`config.mk`:
```
export PLATFORM = sky130hd
export DESIGN_NAME = scg_top
export DESIGN_NICKNAME = d
export VERILOG_FILES = /design/src/scg_pkg.sv /design/src/scg_top.sv
export SDC_FILE = /design/constraint.sdc
export NUM_CORES = 1
export LEC_CHECK = 0
export BUFFER_PORTS_ARGS = -buffer_cell sky130_fd_sc_hd__buf_2
export CORE_ASPECT_RATIO = 1.2
export CORE_MARGIN = 4
export CORE_UTILIZATION = 47
export DETAILED_ROUTE_END_ITERATION = 16
export PLACE_DENSITY = 0.66
export SYNTH_ARGS = -nofsm -noshare
export SYNTH_HDL_FRONTEND = slang
export SYNTH_SLANG_ARGS = --single-unit
```
`constraint.sdc`:
```
create_clock -name clk_sys -period 3.1 [get_ports clk_sys]
set_input_delay 0.62 -clock clk_sys [delete_from_list [all_inputs] [get_ports clk_sys]]
set_output_delay 0.62 -clock clk_sys [all_outputs]
set_load 0.02 [all_outputs]
```
`src/scg_pkg.sv`:
```
/*
 * Package for the system clock generation block: source codes, register
 * offsets, field positions, reset values and timing constants.
 * Assumes a single 10 MHz system clock; oscillators arrive as sampled levels.
 */
package scg_pkg;

   // oscillator source selected by nonvolatile configuration bits
   typedef enum logic [2:0] {
      SCG_SRC_XTAL_LOW,
      SCG_SRC_XTAL_MED,
      SCG_SRC_XTAL_HIGH,
      SCG_SRC_RC,
      SCG_SRC_WDOG,
      SCG_SRC_EXT
   } scg_src_e;

   // crystal range limits and watchdog and rc oscillator rates in kHz
   localparam int SCG_XLOW_MIN_KHZ = 20;
   localparam int SCG_XLOW_MAX_KHZ = 100;
   localparam int SCG_XMED_MAX_KHZ = 4000;
   localparam int SCG_XHIGH_MAX_KHZ = 12000;
   localparam int SCG_WDOG_KHZ = 400;
   localparam int SCG_RC_KHZ = 7373;

   // register offsets on the plain register port
   localparam logic [3:0] SCG_OFS_TRIM = 4'h0;
   localparam logic [3:0] SCG_OFS_DIV = 4'h1;
   localparam logic [3:0] SCG_OFS_AUX1 = 4'h2;
   localparam logic [3:0] SCG_OFS_STAT = 4'h3;

   // trim register fields, aux1 low-power bit and divider width
   localparam int SCG_TRIM_W = 6;
   localparam int SCG_CLKOUT_EN_BIT = 6;
   localparam int SCG_LP_BIT = 7;
   localparam int SCG_DIV_W = 8;

   // factory trim for the nominal rc frequency; value arbitrary
   localparam logic [5:0] SCG_TRIM_RST = 6'h20;
   localparam logic [7:0] SCG_DIV_RST = 8'h00;

   // wake-up hold-off
   localparam int SCG_WAKE_XTAL_CYC = 992;
   localparam int SCG_WAKE_OTHER_CYC = 224;
   localparam int SCG_WAKE_MIN_US = 60;
   localparam int SCG_CLK_MHZ = 10;
   // least time rounds up; an integer MHz rate gives an exact figure
   localparam int SCG_WAKE_FIX_CYC = SCG_WAKE_MIN_US * SCG_CLK_MHZ;

   typedef struct packed {
      logic [3:0] addr;
      logic [7:0] wdata;
      logic wr;
      logic rd;
   } scg_bus_req_s;

   typedef struct packed {
      logic clk_out_o;
      logic clk_out_oe_n;
   } scg_pin_s;

endpackage

```
`src/scg_top.sv`:
```
/*
 * System clock generation: source selection, wake-up hold-off, cpu clock
 * divider, peripheral clock, trim register, low-power select, clock out.
 * Assumes clk_sys is fast against every oscillator; oscillator clocks arrive
 * as levels synchronous to clk_sys and derived clocks leave as levels.
 */
// Contract
// - crystal supports low, medium and high ranges, resonators too
// - clock out only when crystal unused by cpu and rtc
// - clock out driven only while its enable bit is set
// - clock out toggles at half the cpu core clock
// - six-bit trim value tunes the rc oscillator
// - reset loads trim with factory value for nominal rc frequency
// - only power-on reset reloads trim; other resets keep it
// - trim is writable by software
// - watchdog oscillator at 400 kHz is a selectable source
// - in external mode crystal output pin is port or clock out
// - crystal source holds cpu clock 992 cycles plus fixed delay
// - other sources hold cpu clock 224 cycles plus fixed delay
// - programmable divider derives cpu clock, ratio up to 510
// - divider may change anytime without glitching the cpu clock; a write of 0 takes effect at once and can cut a cpu clock phase short
// - every reset clears low-power select
// - oscillator clock picked from sources by configuration bits
// - peripheral clock runs at half the cpu clock
`timescale 1ns/1ps
module scg_top
#(
   parameter int DIV_W = scg_pkg::SCG_DIV_W,
   parameter int TRIM_W = scg_pkg::SCG_TRIM_W,
   parameter int XTAL_WAKE = scg_pkg::SCG_WAKE_XTAL_CYC,
   parameter int OTHER_WAKE = scg_pkg::SCG_WAKE_OTHER_CYC,
   parameter int FIX_WAKE = scg_pkg::SCG_WAKE_FIX_CYC
)
(
   input wire logic clk_sys,
   input wire logic rst,
   input wire logic por,
   input wire logic ce,
   input wire scg_pkg::scg_src_e src_cfg,
   input wire logic rtc_on_xtal,
   input wire logic xtal_osc,
   input wire logic rc_osc,
   input wire logic wdog_osc,
   input wire logic crystal_input_pin,
   input wire logic port_out,
   input wire logic port_oe_n,
   input wire scg_pkg::scg_bus_req_s bus,
   output logic [7:0] rdata,
   output logic [TRIM_W-1:0] rc_trim,
   output logic low_power_clock_select,
   output logic cpu_core_clock,
   output logic periph_clock,
   output logic cpu_clock_run,
   output scg_pkg::scg_pin_s crystal_output_pin
);

   localparam int WCNT_W = 16;

   logic [TRIM_W-1:0] trim_q;
   logic clk_out_en_q;
   logic lp_q;
   logic [DIV_W-1:0] div_q;
   logic [DIV_W-1:0] div_act_q;
   logic [DIV_W-1:0] div_cnt_q;
   logic [7:0] rdata_q;
   logic osc_q;
   logic cpu_core_clock_q;
   logic pclk_q;
   logic cko_q;
   logic run_q;
   logic [WCNT_W-1:0] wcnt_q;
   logic fix_phase_q;
   logic cpu_core_clock_d_next;

   // source selection
   wire logic xtal_src = (src_cfg == scg_pkg::SCG_SRC_XTAL_LOW) ||
      (src_cfg == scg_pkg::SCG_SRC_XTAL_MED) ||
      (src_cfg == scg_pkg::SCG_SRC_XTAL_HIGH);
   logic osc_sel;
   always_comb
   begin
      unique case (src_cfg)
         scg_pkg::SCG_SRC_XTAL_LOW,
         scg_pkg::SCG_SRC_XTAL_MED,
         scg_pkg::SCG_SRC_XTAL_HIGH: osc_sel = xtal_osc;
         scg_pkg::SCG_SRC_RC: osc_sel = rc_osc;
         scg_pkg::SCG_SRC_WDOG: osc_sel = wdog_osc;
         scg_pkg::SCG_SRC_EXT: osc_sel = crystal_input_pin;
         default: osc_sel = 1'b0;
      endcase
   end
   wire logic osc_rise = osc_sel && !osc_q;

   // register port
   wire logic wr_trim = bus.wr && (bus.addr == scg_pkg::SCG_OFS_TRIM);
   wire logic wr_div = bus.wr && (bus.addr == scg_pkg::SCG_OFS_DIV);
   wire logic wr_aux = bus.wr && (bus.addr == scg_pkg::SCG_OFS_AUX1);
   logic [7:0] rd_mux;
   always_comb
   begin
      rd_mux = 8'h00;
      if (bus.addr == scg_pkg::SCG_OFS_TRIM)
      begin
         rd_mux[TRIM_W-1:0] = trim_q;
         rd_mux[scg_pkg::SCG_CLKOUT_EN_BIT] = clk_out_en_q;
      end
      else if (bus.addr == scg_pkg::SCG_OFS_DIV)
         rd_mux[DIV_W-1:0] = div_q;
      else if (bus.addr == scg_pkg::SCG_OFS_AUX1)
         rd_mux[scg_pkg::SCG_LP_BIT] = lp_q;
      else if (bus.addr == scg_pkg::SCG_OFS_STAT)
         rd_mux[0] = run_q;
   end

   // trim survives ordinary resets, only power-on reloads it
   always_ff @(posedge clk_sys)
   begin
      if (por)
      begin
         trim_q <= scg_pkg::SCG_TRIM_RST;
         clk_out_en_q <= 1'b0;
      end
      // a plain reset blocks writes, so trim stays as it was
      else if (ce && wr_trim && !rst)
      begin
         trim_q <= bus.wdata[TRIM_W-1:0];
         clk_out_en_q <= bus.wdata[scg_pkg::SCG_CLKOUT_EN_BIT];
      end
   end

   always_ff @(posedge clk_sys)
   begin
      if (rst || por)
      begin
         lp_q <= 1'b0;
         div_q <= scg_pkg::SCG_DIV_RST;
         rdata_q <= 8'h00;
      end
      else if (ce)
      begin
         if (wr_aux)
            lp_q <= bus.wdata[scg_pkg::SCG_LP_BIT];
         if (wr_div)
            div_q <= bus.wdata[DIV_W-1:0];
         rdata_q <= bus.rd ? rd_mux : 8'h00;
      end
   end

   // wake-up: oscillator edges first, then fixed delay in sys cycles
   wire logic [WCNT_W-1:0] wake_osc = xtal_src ?
      WCNT_W'(XTAL_WAKE) : WCNT_W'(OTHER_WAKE);
   always_ff @(posedge clk_sys)
   begin
      if (rst || por)
      begin
         run_q <= 1'b0;
         wcnt_q <= '0;
         fix_phase_q <= 1'b0;
      end
      else if (ce && !run_q)
      begin
         if (!fix_phase_q)
         begin
            if (osc_rise)
            begin
               if (wcnt_q == wake_osc - 1'b1)
               begin
                  wcnt_q <= '0;
                  fix_phase_q <= 1'b1;
               end
               else
                  wcnt_q <= wcnt_q + 1'b1;
            end
         end
         else if (wcnt_q == WCNT_W'(FIX_WAKE - 1))
            run_q <= 1'b1;
         else
            wcnt_q <= wcnt_q + 1'b1;
      end
   end

   // divider: a nonzero ratio is only taken at a period boundary, so no runt
   // pulse reaches the cpu when software rewrites it; a ratio of 0 takes effect at once
   wire logic div_end = (div_cnt_q == div_act_q - 1'b1) ||
      (div_act_q == '0);
   always_ff @(posedge clk_sys)
   begin
      if (rst || por)
      begin
         osc_q <= 1'b0;
         div_act_q <= scg_pkg::SCG_DIV_RST;
         div_cnt_q <= '0;
         cpu_core_clock_q <= 1'b0;
         pclk_q <= 1'b0;
         cko_q <= 1'b0;
      end
      else if (ce)
      begin
         osc_q <= osc_sel;
         if (div_q == '0)
         begin
            div_act_q <= '0;
            div_cnt_q <= '0;
            cpu_core_clock_q <= run_q && osc_sel;
         end
         else if (osc_rise && run_q)
         begin
            if (div_end)
            begin
               div_cnt_q <= '0;
               // ratio switches as a high phase ends, or at the first edge after ratio 0
               if (cpu_core_clock_q)
                  div_act_q <= div_q;
               cpu_core_clock_q <= !cpu_core_clock_q;
            end
            else
               div_cnt_q <= div_cnt_q + 1'b1;
            if (div_act_q == '0)
               div_act_q <= div_q;
         end
         if (cpu_core_clock_q == 1'b0 && cpu_core_clock_d_next)
         begin
            pclk_q <= !pclk_q;
            cko_q <= !cko_q;
         end
      end
   end

   assign cpu_core_clock_d_next = (div_q == '0) ? (run_q && osc_sel) :
      ((osc_rise && run_q && div_end) ? !cpu_core_clock_q : cpu_core_clock_q);

   // clock out only when the crystal is free of cpu and rtc use
   wire logic clk_out_ok = !xtal_src && !rtc_on_xtal;
   wire logic clk_out_drv = clk_out_ok && clk_out_en_q;

   assign rdata = rdata_q;
   assign rc_trim = trim_q;
   assign low_power_clock_select = lp_q;
   assign cpu_core_clock = cpu_core_clock_q;
   assign periph_clock = pclk_q;
   assign cpu_clock_run = run_q;
   // external mode: pin is a port or the clock output
   assign crystal_output_pin.clk_out_o = clk_out_drv ? cko_q :
      port_out;
   assign crystal_output_pin.clk_out_oe_n = clk_out_drv ? 1'b0 :
      (xtal_src ? 1'b1 : port_oe_n);

endmodule

```
==> out/qor.txt, run 1 <==
Worst-Margin Slew: 0.6822 ns
Max Cap Viol: 0
Post-CTS Setup Inserts: 0
Row Count: 34
Final WL: 8867 um
Most used DFF post-synth: dfxtp_1
RR Startpoint: div_act_q[0]
TNS Setup: 0 ns
Final worst setup slack: 0.6467 ns
Initial antenna violation count: 0
RD Place Congestion: 0.8494
Min Tclk post-route: 2.453 ns
Initial core utilization: 48.56%
Clk buf depth: 2
Final Util: 55.15%
Netlist cell types: 53
Max Slew Vio Count: 0
Pwr Total: 1.713 mW
Crit start category: register
Leakage: 1.503 nW
Final setup viols: 0
Routed WL per cell: 15.86 um
Crit path from: div_act_q[0]
Max_slew headroom: 54.47%
Die span in x: 87.38 um
Hold path cells: 2
Max Freq: 407.6 MHz
Placeable Area: 0.007317 mm^2
Power per cell area: 424.6 mW/mm^2
Reg2reg end: cpu_core_clock
HP Start: rdata[4]
Yosys warns: 0
Post-Synthesis Cells: 428
Vias in the first global route: 3097
Hold-fix buffers, CTS: 0
DP HPWL: 6420 um
FF-to-FF setup slack: 0.65 ns
Worst EP required: 3.35 ns
Total GRT Usage: 20.45%
Critical path arrival: 2.71 ns
DIE AREA: 0.009021 mm^2
Clock skew: 0.007060 ns
Ys async rst share: 0%
Final cell count without fillers: 559
H-tree depth: 3
Drt pass-1 iters: 5
DR vias/cell: 5.852
Pre-CTS setup slack: 0.6417 ns
Cts repair resizes: 0
Largest net degree at the start of global routing: 28
Total CTS buffers: 9
Syn_nets: 460
Worst Reg2Reg Path Length in Cells: 8
Synthesized flop and latch total: 62
DRC Markers: 0
First-pass GRT wire length: 14840 um
Dpl cell area: 0.003814 mm^2
Crit path max-delay cell type: dfxtp_1
Grt total ovfl: 0
Syn Std Cell Area: 0.003553 mm^2
Worst Hold Path EP: rdata[4]
Crit path kind: reg2reg
CP max stage delay: 0.45 ns
Diode count: 0
Area delta synth->final: 13.56%
Sequential share of the synthesized area: 34.93%
Reg clk slew, reported paths: 0.07 ns
Fin. Hold Viols: 0
Fillers: 719
CTS tree: built
HP Class: reg2reg
Number of buffer cells added on primary ports: 47
Total clock sinks: 62
Worst setup EP type: register
Nets: 496
Crit path cell chain: inv_1, ha_1, xnor2_1, o211ai_1, a21oi_1, nand4_4, nand2b_1, a211oi_1
Clock network latency to the later pin of the worst-skew pair: 0.34 ns
IO Pins: 48
Inst Count DP: 543
Worst Hold Slack: 0.4863 ns
CTS Root Cell: clkbuf_8
Fin crit share: 79.14%
Via Count: 3271
Design area: 0.004035 mm^2
Layout cells sized above 1: 17.91%
Syn Area/Cell: 8.302 um^2
Die height: 103.3 um
Critical path fanouts, max: 10
Number of synthesized flops with an enable pin: 0
RSZ-0062 raised after global routing: false
Peak supply drop: 0.2935 mV
Antenna Nets Post-Route: 0
DRT iter0 DRCs: 211
Status: finished, final reports clean
[report_power, final]
| group | switching, mW | internal (mW) | total, mW |
|---|---|---|---|
| sequential | 0.00366 | 0.798 | 0.802 |
| clock | 0.343 | 0.455 | 0.798 |
| combinational | 0.0755 | 0.0382 | 0.114 |
[critical path, delay by kind of cell (launching register included)]
| kind | cells | cell delay (ns) |
|---|---|---|
| fa+ha+maj | 1 | 0.30 |
| buf+inv | 1 | 0.12 |
| simple gates | 2 | 0.59 |
| flops | 1 | 0.45 |
| compound gates | 3 | 0.66 |
| xor+xnor | 1 | 0.26 |
[layer usage]
metal	vias to the layer above	part of all wire [%]	GRT usage, %
met2	66	49	33.58
met4	0	1.8	7.320
met1	1551	46	26.27
li1	1642	-	-
met5	-	0	0
met3	12	3.1	4.754
[cell type report]
type / count / area, um^2 / share of cell area (%)
well taps: 90 / 112.6 / 2.791
multi-input cells: 333 / 2168 / 53.74
flip-flops and latches: 62 / 1241 / 30.76
repair buffers: 51 / 265.3 / 6.574
clock buffers: 9 / 123.9 / 3.070
clock inverters: 7 / 97.59 / 2.419
inverters: 7 / 26.28 / 0.6512
[cell usage after synthesis, types with 4 or more instances]
library cell	number	area share, %
a211oi_1	9	1.9
a21oi_1	14	2.0
a31oi_1	11	1.9
and3_1	5	0.88
buf_2	6	0.85
clkbuf_1	17	1.8
dfxtp_1	62	35
ha_1	4	1.4
inv_1	7	0.74
mux2i_1	24	6.8
nand2_1	19	2.0
nand2b_1	6	1.1
nand3_1	28	3.9
nand3b_1	8	1.7
nand4_1	11	1.9
nor2_1	61	6.4
nor2b_1	4	0.70
nor3_1	23	3.2
nor3b_1	4	0.85
nor4_1	10	1.8
o2111ai_1	10	2.5
o211ai_1	9	1.9
or3_1	4	0.70
xnor2_1	24	5.9
xor2_1	8	2.0
[flip-flops by register name, indices dropped and copies added (netlist names)]
register                count
div_cnt_q                   8
clk_out_en_q                1
cpu_core_clock              1
fix_phase_q                 1
rc_trim                     6
div_q                       8
div_act_q                   8
periph_clock                1
rdata                       8
wcnt_q                     16
osc_q                       1
cpu_clock_run               1
low_power_clock_select      1
cko_q                       1
[how the worst max path moves through the flow]
stage,endpoint,slack [ns],depth (start not counted)
floorplan,cpu_core_clock,1.01,10
global placement,cpu_core_clock,0.67,7
detailed placement,cpu_core_clock,0.64,7
CTS,cpu_core_clock,0.63,8
global route,cpu_core_clock,0.40,8
finish,cpu_core_clock,0.65,8
[cell families (layout without fill, tap and decap cells)]
kind of cell,count (synthesis),in the layout,share of synthesized area [%]
adder cells (fa/ha/maj),4,4,1.409
flip-flops,62,62,34.93
AO/OA/AOI/OAI,73,73,14.72
buffers and inverters,33,74,4.120
AND/OR/NAND/NOR,198,198,29.54
XOR/XNOR,32,32,7.887
multiplexers,26,26,7.394
[placed cells by master (no fill, tap or decap), types with 9 or more instances in the layout]
| cell | synthesis | routed |
|---|---|---|
| dfxtp_1 | 62 | 62 |
| nor2_1 | 61 | 60 |
| buf_2 | 6 | 47 |
| nand3_1 | 28 | 28 |
| mux2i_1 | 24 | 24 |
| xnor2_1 | 24 | 24 |
| nor3_1 | 23 | 23 |
| nand2_1 | 19 | 19 |
| a21oi_1 | 14 | 14 |
| nand4_1 | 11 | 11 |
| a31oi_1 | 11 | 11 |
| nor4_1 | 10 | 10 |
| o2111ai_1 | 10 | 10 |
| a211oi_1 | 9 | 9 |
| o211ai_1 | 9 | 9 |
| clkbuf_8 | 0 | 9 |
(Power assumes the default switching activity.)
==> run 2, diff against run 1 <==
--- a/config.mk
+++ b/config.mk
@@ -5,12 +5,13 @@
 export SDC_FILE = /design/constraint.sdc
 export NUM_CORES = 1
 export LEC_CHECK = 0
+export ABC_AREA = 1
 export BUFFER_PORTS_ARGS = -buffer_cell sky130_fd_sc_hd__buf_2
 export CORE_ASPECT_RATIO = 1.2
 export CORE_MARGIN = 4
 export CORE_UTILIZATION = 47
 export DETAILED_ROUTE_END_ITERATION = 16
-export PLACE_DENSITY = 0.66
+export PLACE_DENSITY = 0.69
 export SYNTH_ARGS = -nofsm -noshare
 export SYNTH_HDL_FRONTEND = slang
 export SYNTH_SLANG_ARGS = --single-unit
==> constraint.sdc (replaced) <==
create_clock -name clk_sys -period 2.1 [get_ports clk_sys]
set_input_delay 0.42 -clock clk_sys [delete_from_list [all_inputs] [get_ports clk_sys]]
set_output_delay 0.42 -clock clk_sys [all_outputs]
set_load 0.02 [all_outputs]
==> out/qor.txt, run 2 <==
Reg clk slew, reported paths: 0.07 ns (about the same)
Leakage: 1.649 nW (+9.8%)
Largest Register: wcnt_q
HP Class: in2reg
Grt total ovfl: 0 (unchanged)
Synth top area cells: dfxtp_1 (36%), nand2_1 (14%), a21oi_1 (7.6%)
Die height: 101.7 um (-1.5%)
TNS Setup: 0 ns (unchanged)
Crit-path leading delay family: simple AND/OR/NAND/NOR gates
Initial antenna violation count: 0 (unchanged)
CP max stage delay: 0.36 ns (-0.09 ns)
Status: finished, final reports clean
Vias in the first global route: 3369 (+8.8%)
DRC Markers: 0 (unchanged)
Area delta synth->final: 16.18%
Crit path cell chain: inv_1, ha_2, inv_1, nand2_1, nand2_1, nand2_1, nor2_1, nand3_1, nor2_2, nand3_2, nand3_4, nand3_4, nand2_1, a21oi_1
Max reg flops: 16 (unchanged)
Via Count: 3477 (+6.3%)
Syn Area/Cell: 6.710 um^2 (-19%)
Die span in x: 86.12 um (-1.4%)
Worst EP required: 2.30 ns (-1.05 ns)
Max Cap Viol: 0 (unchanged)
Clock network latency to the later pin of the worst-skew pair: 0.34 ns (about the same)
Max Slew Vio Count: 0 (unchanged)
Max Freq: 526.5 MHz (+29%)
Yosys warns: 0 (unchanged)
Total GRT Usage: 21.12% (+0.67 points)
Sequential share of the synthesized area: 36.06% (+1.1 points)
Initial core utilization: 49.33% (+0.76 points)
Row Count: 33 (-2.9%)
Ys async rst share: 0% (unchanged)
Gr busiest metal: met2
Number of buffer cells added on primary ports: 47 (unchanged)
First-pass GRT wire length: 14810 um (-0.14%)
RSZ-0062 raised after global routing: false
Syn_nets: 545 (+18%)
Total clock sinks: 62 (unchanged)
CTS Root Cell: clkbuf_8
Layout cells sized above 1: 17.04% (-0.87 points)
Clk buf depth: 2 (unchanged)
Peak supply drop: 0.3758 mV (+28%)
Fin crit share: 90.44% (+11 points)
Dpl cell area: 0.003795 mm^2 (-0.49%)
Nets: 603 (+22%)
CTS tree: built
Final setup viols: 0 (unchanged)
Synthesized flop and latch total: 62 (unchanged)
Met1 Use GR: 24.69% (-1.6 points)
Pre-CTS setup slack: 0.08577 ns (-0.5559 ns)
DRT iter0 DRCs: 207 (-1.9%)
Cell accounting for the most synthesized area: dfxtp_1
H-tree depth: 3 (unchanged)
Post-Synthesis Cells: 513 (+20%)
DIE AREA: 0.008762 mm^2 (-2.9%)
Worst setup EP type: register
Most used DFF post-synth: dfxtp_1
Synth top cells by count: nand2_1 (127), inv_1 (67), dfxtp_1 (62)
Proportion of netlist area held by the largest area contributor: 36.06% (+1.1 points)
Crit path max-delay cell type: dfxtp_1
Largest net degree at the start of global routing: 25 (-11%)
Fin. Hold Viols: 0 (unchanged)
Final worst setup slack: 0.2008 ns (-0.4459 ns)
Most used cell, CP: nand2_1
Syn Std Cell Area: 0.003442 mm^2 (-3.1%)
Critical path arrival: 2.09 ns (-0.62 ns)
Power per cell area: 622.7 mW/mm^2 (+47%)
Met3 Use GR: 4.231% (-0.52 points)
DP HPWL: 6799 um (+5.9%)
Clock skew: 0.003607 ns (-0.003453 ns)
IO Pins: 48 (unchanged)
Final WL: 8725 um (-1.6%)
Grt met2 use: 37.86% (+4.3 points)
Min Tclk post-route: 1.899 ns (-0.5541 ns)
Routed WL per cell: 13.18 um (-17%)
DR vias/cell: 5.252 (-10%)
Worst-Margin Slew: 0.7553 ns (+0.07307 ns)
Diode count: 0 (unchanged)
Netlist cell types: 38 (-28%)
CP bufs+invs: 2 (+1)
Design area: 0.003999 mm^2 (-0.90%)
Placeable Area: 0.006978 mm^2 (-4.6%)
Number of synthesized flops with an enable pin: 0 (unchanged)
Most frequent cells in the layout: nand2_1 (126), inv_1 (67), dfxtp_1 (62), a21oi_1 (52), nor2_1 (51)
Post-CTS Setup Inserts: 0 (unchanged)
RD Place Congestion: 0.9286 (+9.3%)
Drt pass-1 iters: 4 (-1)
Max_slew headroom: 49.59% (-4.9 points)
Critical path fanouts, max: 13 (+3)
Antenna Nets Post-Route: 0 (unchanged)
Crit path kind: reg2reg
Commonest non-fill, non-tap cell in the layout: nand2_1
Total CTS buffers: 9 (unchanged)
Crit start category: register
Most frequent cell after synthesis: nand2_1
run 2: final cells by class:
class / count / area [um^2]
fill: 696 / 2979
multi-input combinational: 368 / 1858
sequential: 62 / 1241
timing repair buffer: 59 / 325.3
inverter: 71 / 266.5
clock buffer: 12 / 155.1
tap: 87 / 108.9
clock inverter: 3 / 43.79
run 2: tightest hold or removal path, delay by kind of cell:
kind            cells  cell delay, ns
buf+inv             1            0.10
compound gates      2            0.10
run 2: per-stage QoR:
step                hold slack [ns]  instances  total power [mW]  utilization, %
global placement             0.4516        647             1.450           54.38
global route                 0.3175        662             2.586           57.31
detailed placement           0.4543        647             1.453           54.38
floorplan                    0.4436        513             1.377               -
CTS                          0.3106        662             2.510           57.24
finish                       0.3191        662             2.490           57.31
run 2: path summary, 6_finish.rpt:
path / from / endpoint / slack, ns / cells past startpoint
hold / removal: por / rc_trim[5] / 0.32 / 3
hold reg to reg: rdata[1] / rdata[1] / 0.46 / 2
setup reg to reg: div_act_q[0] / div_act_q[5] / 0.20 / 14
setup / recovery: div_act_q[0] / div_act_q[5] / 0.20 / 14
run 2: metal layers:
metal  wire [um]  share of wire, %
met5           0                 0
met4         145               1.7
met3         311               3.6
met2        4561                52
met1        3707                42
run 2: kinds of logic after synthesis:
logic type               share of synthesized area [%]
buffers and inverters                            10.11
AND/OR/NAND/NOR                                  35.33
multiplexers                                    0.3271
adder cells (fa/ha/maj)                          1.454
flip-flops                                       36.06
AO/OA/AOI/OAI                                    13.41
XOR/XNOR                                         3.308
run 2: where the power goes:
| group | internal [mW] | switching [mW] | leakage, nW |
|---|---|---|---|
| combinational | 0.0816 | 0.155 | 1.05 |
| sequential | 1.18 | 0.00744 | 0.500 |
| clock | 0.607 | 0.455 | 0.102 |
run 2: timing repair:
item                                    4_1_cts  5_1_grt
hold buffers                                  0        0
gates resized for setup                       0        2
endpoints found under the setup margin        0        7
endpoints found under the hold margin         0        0
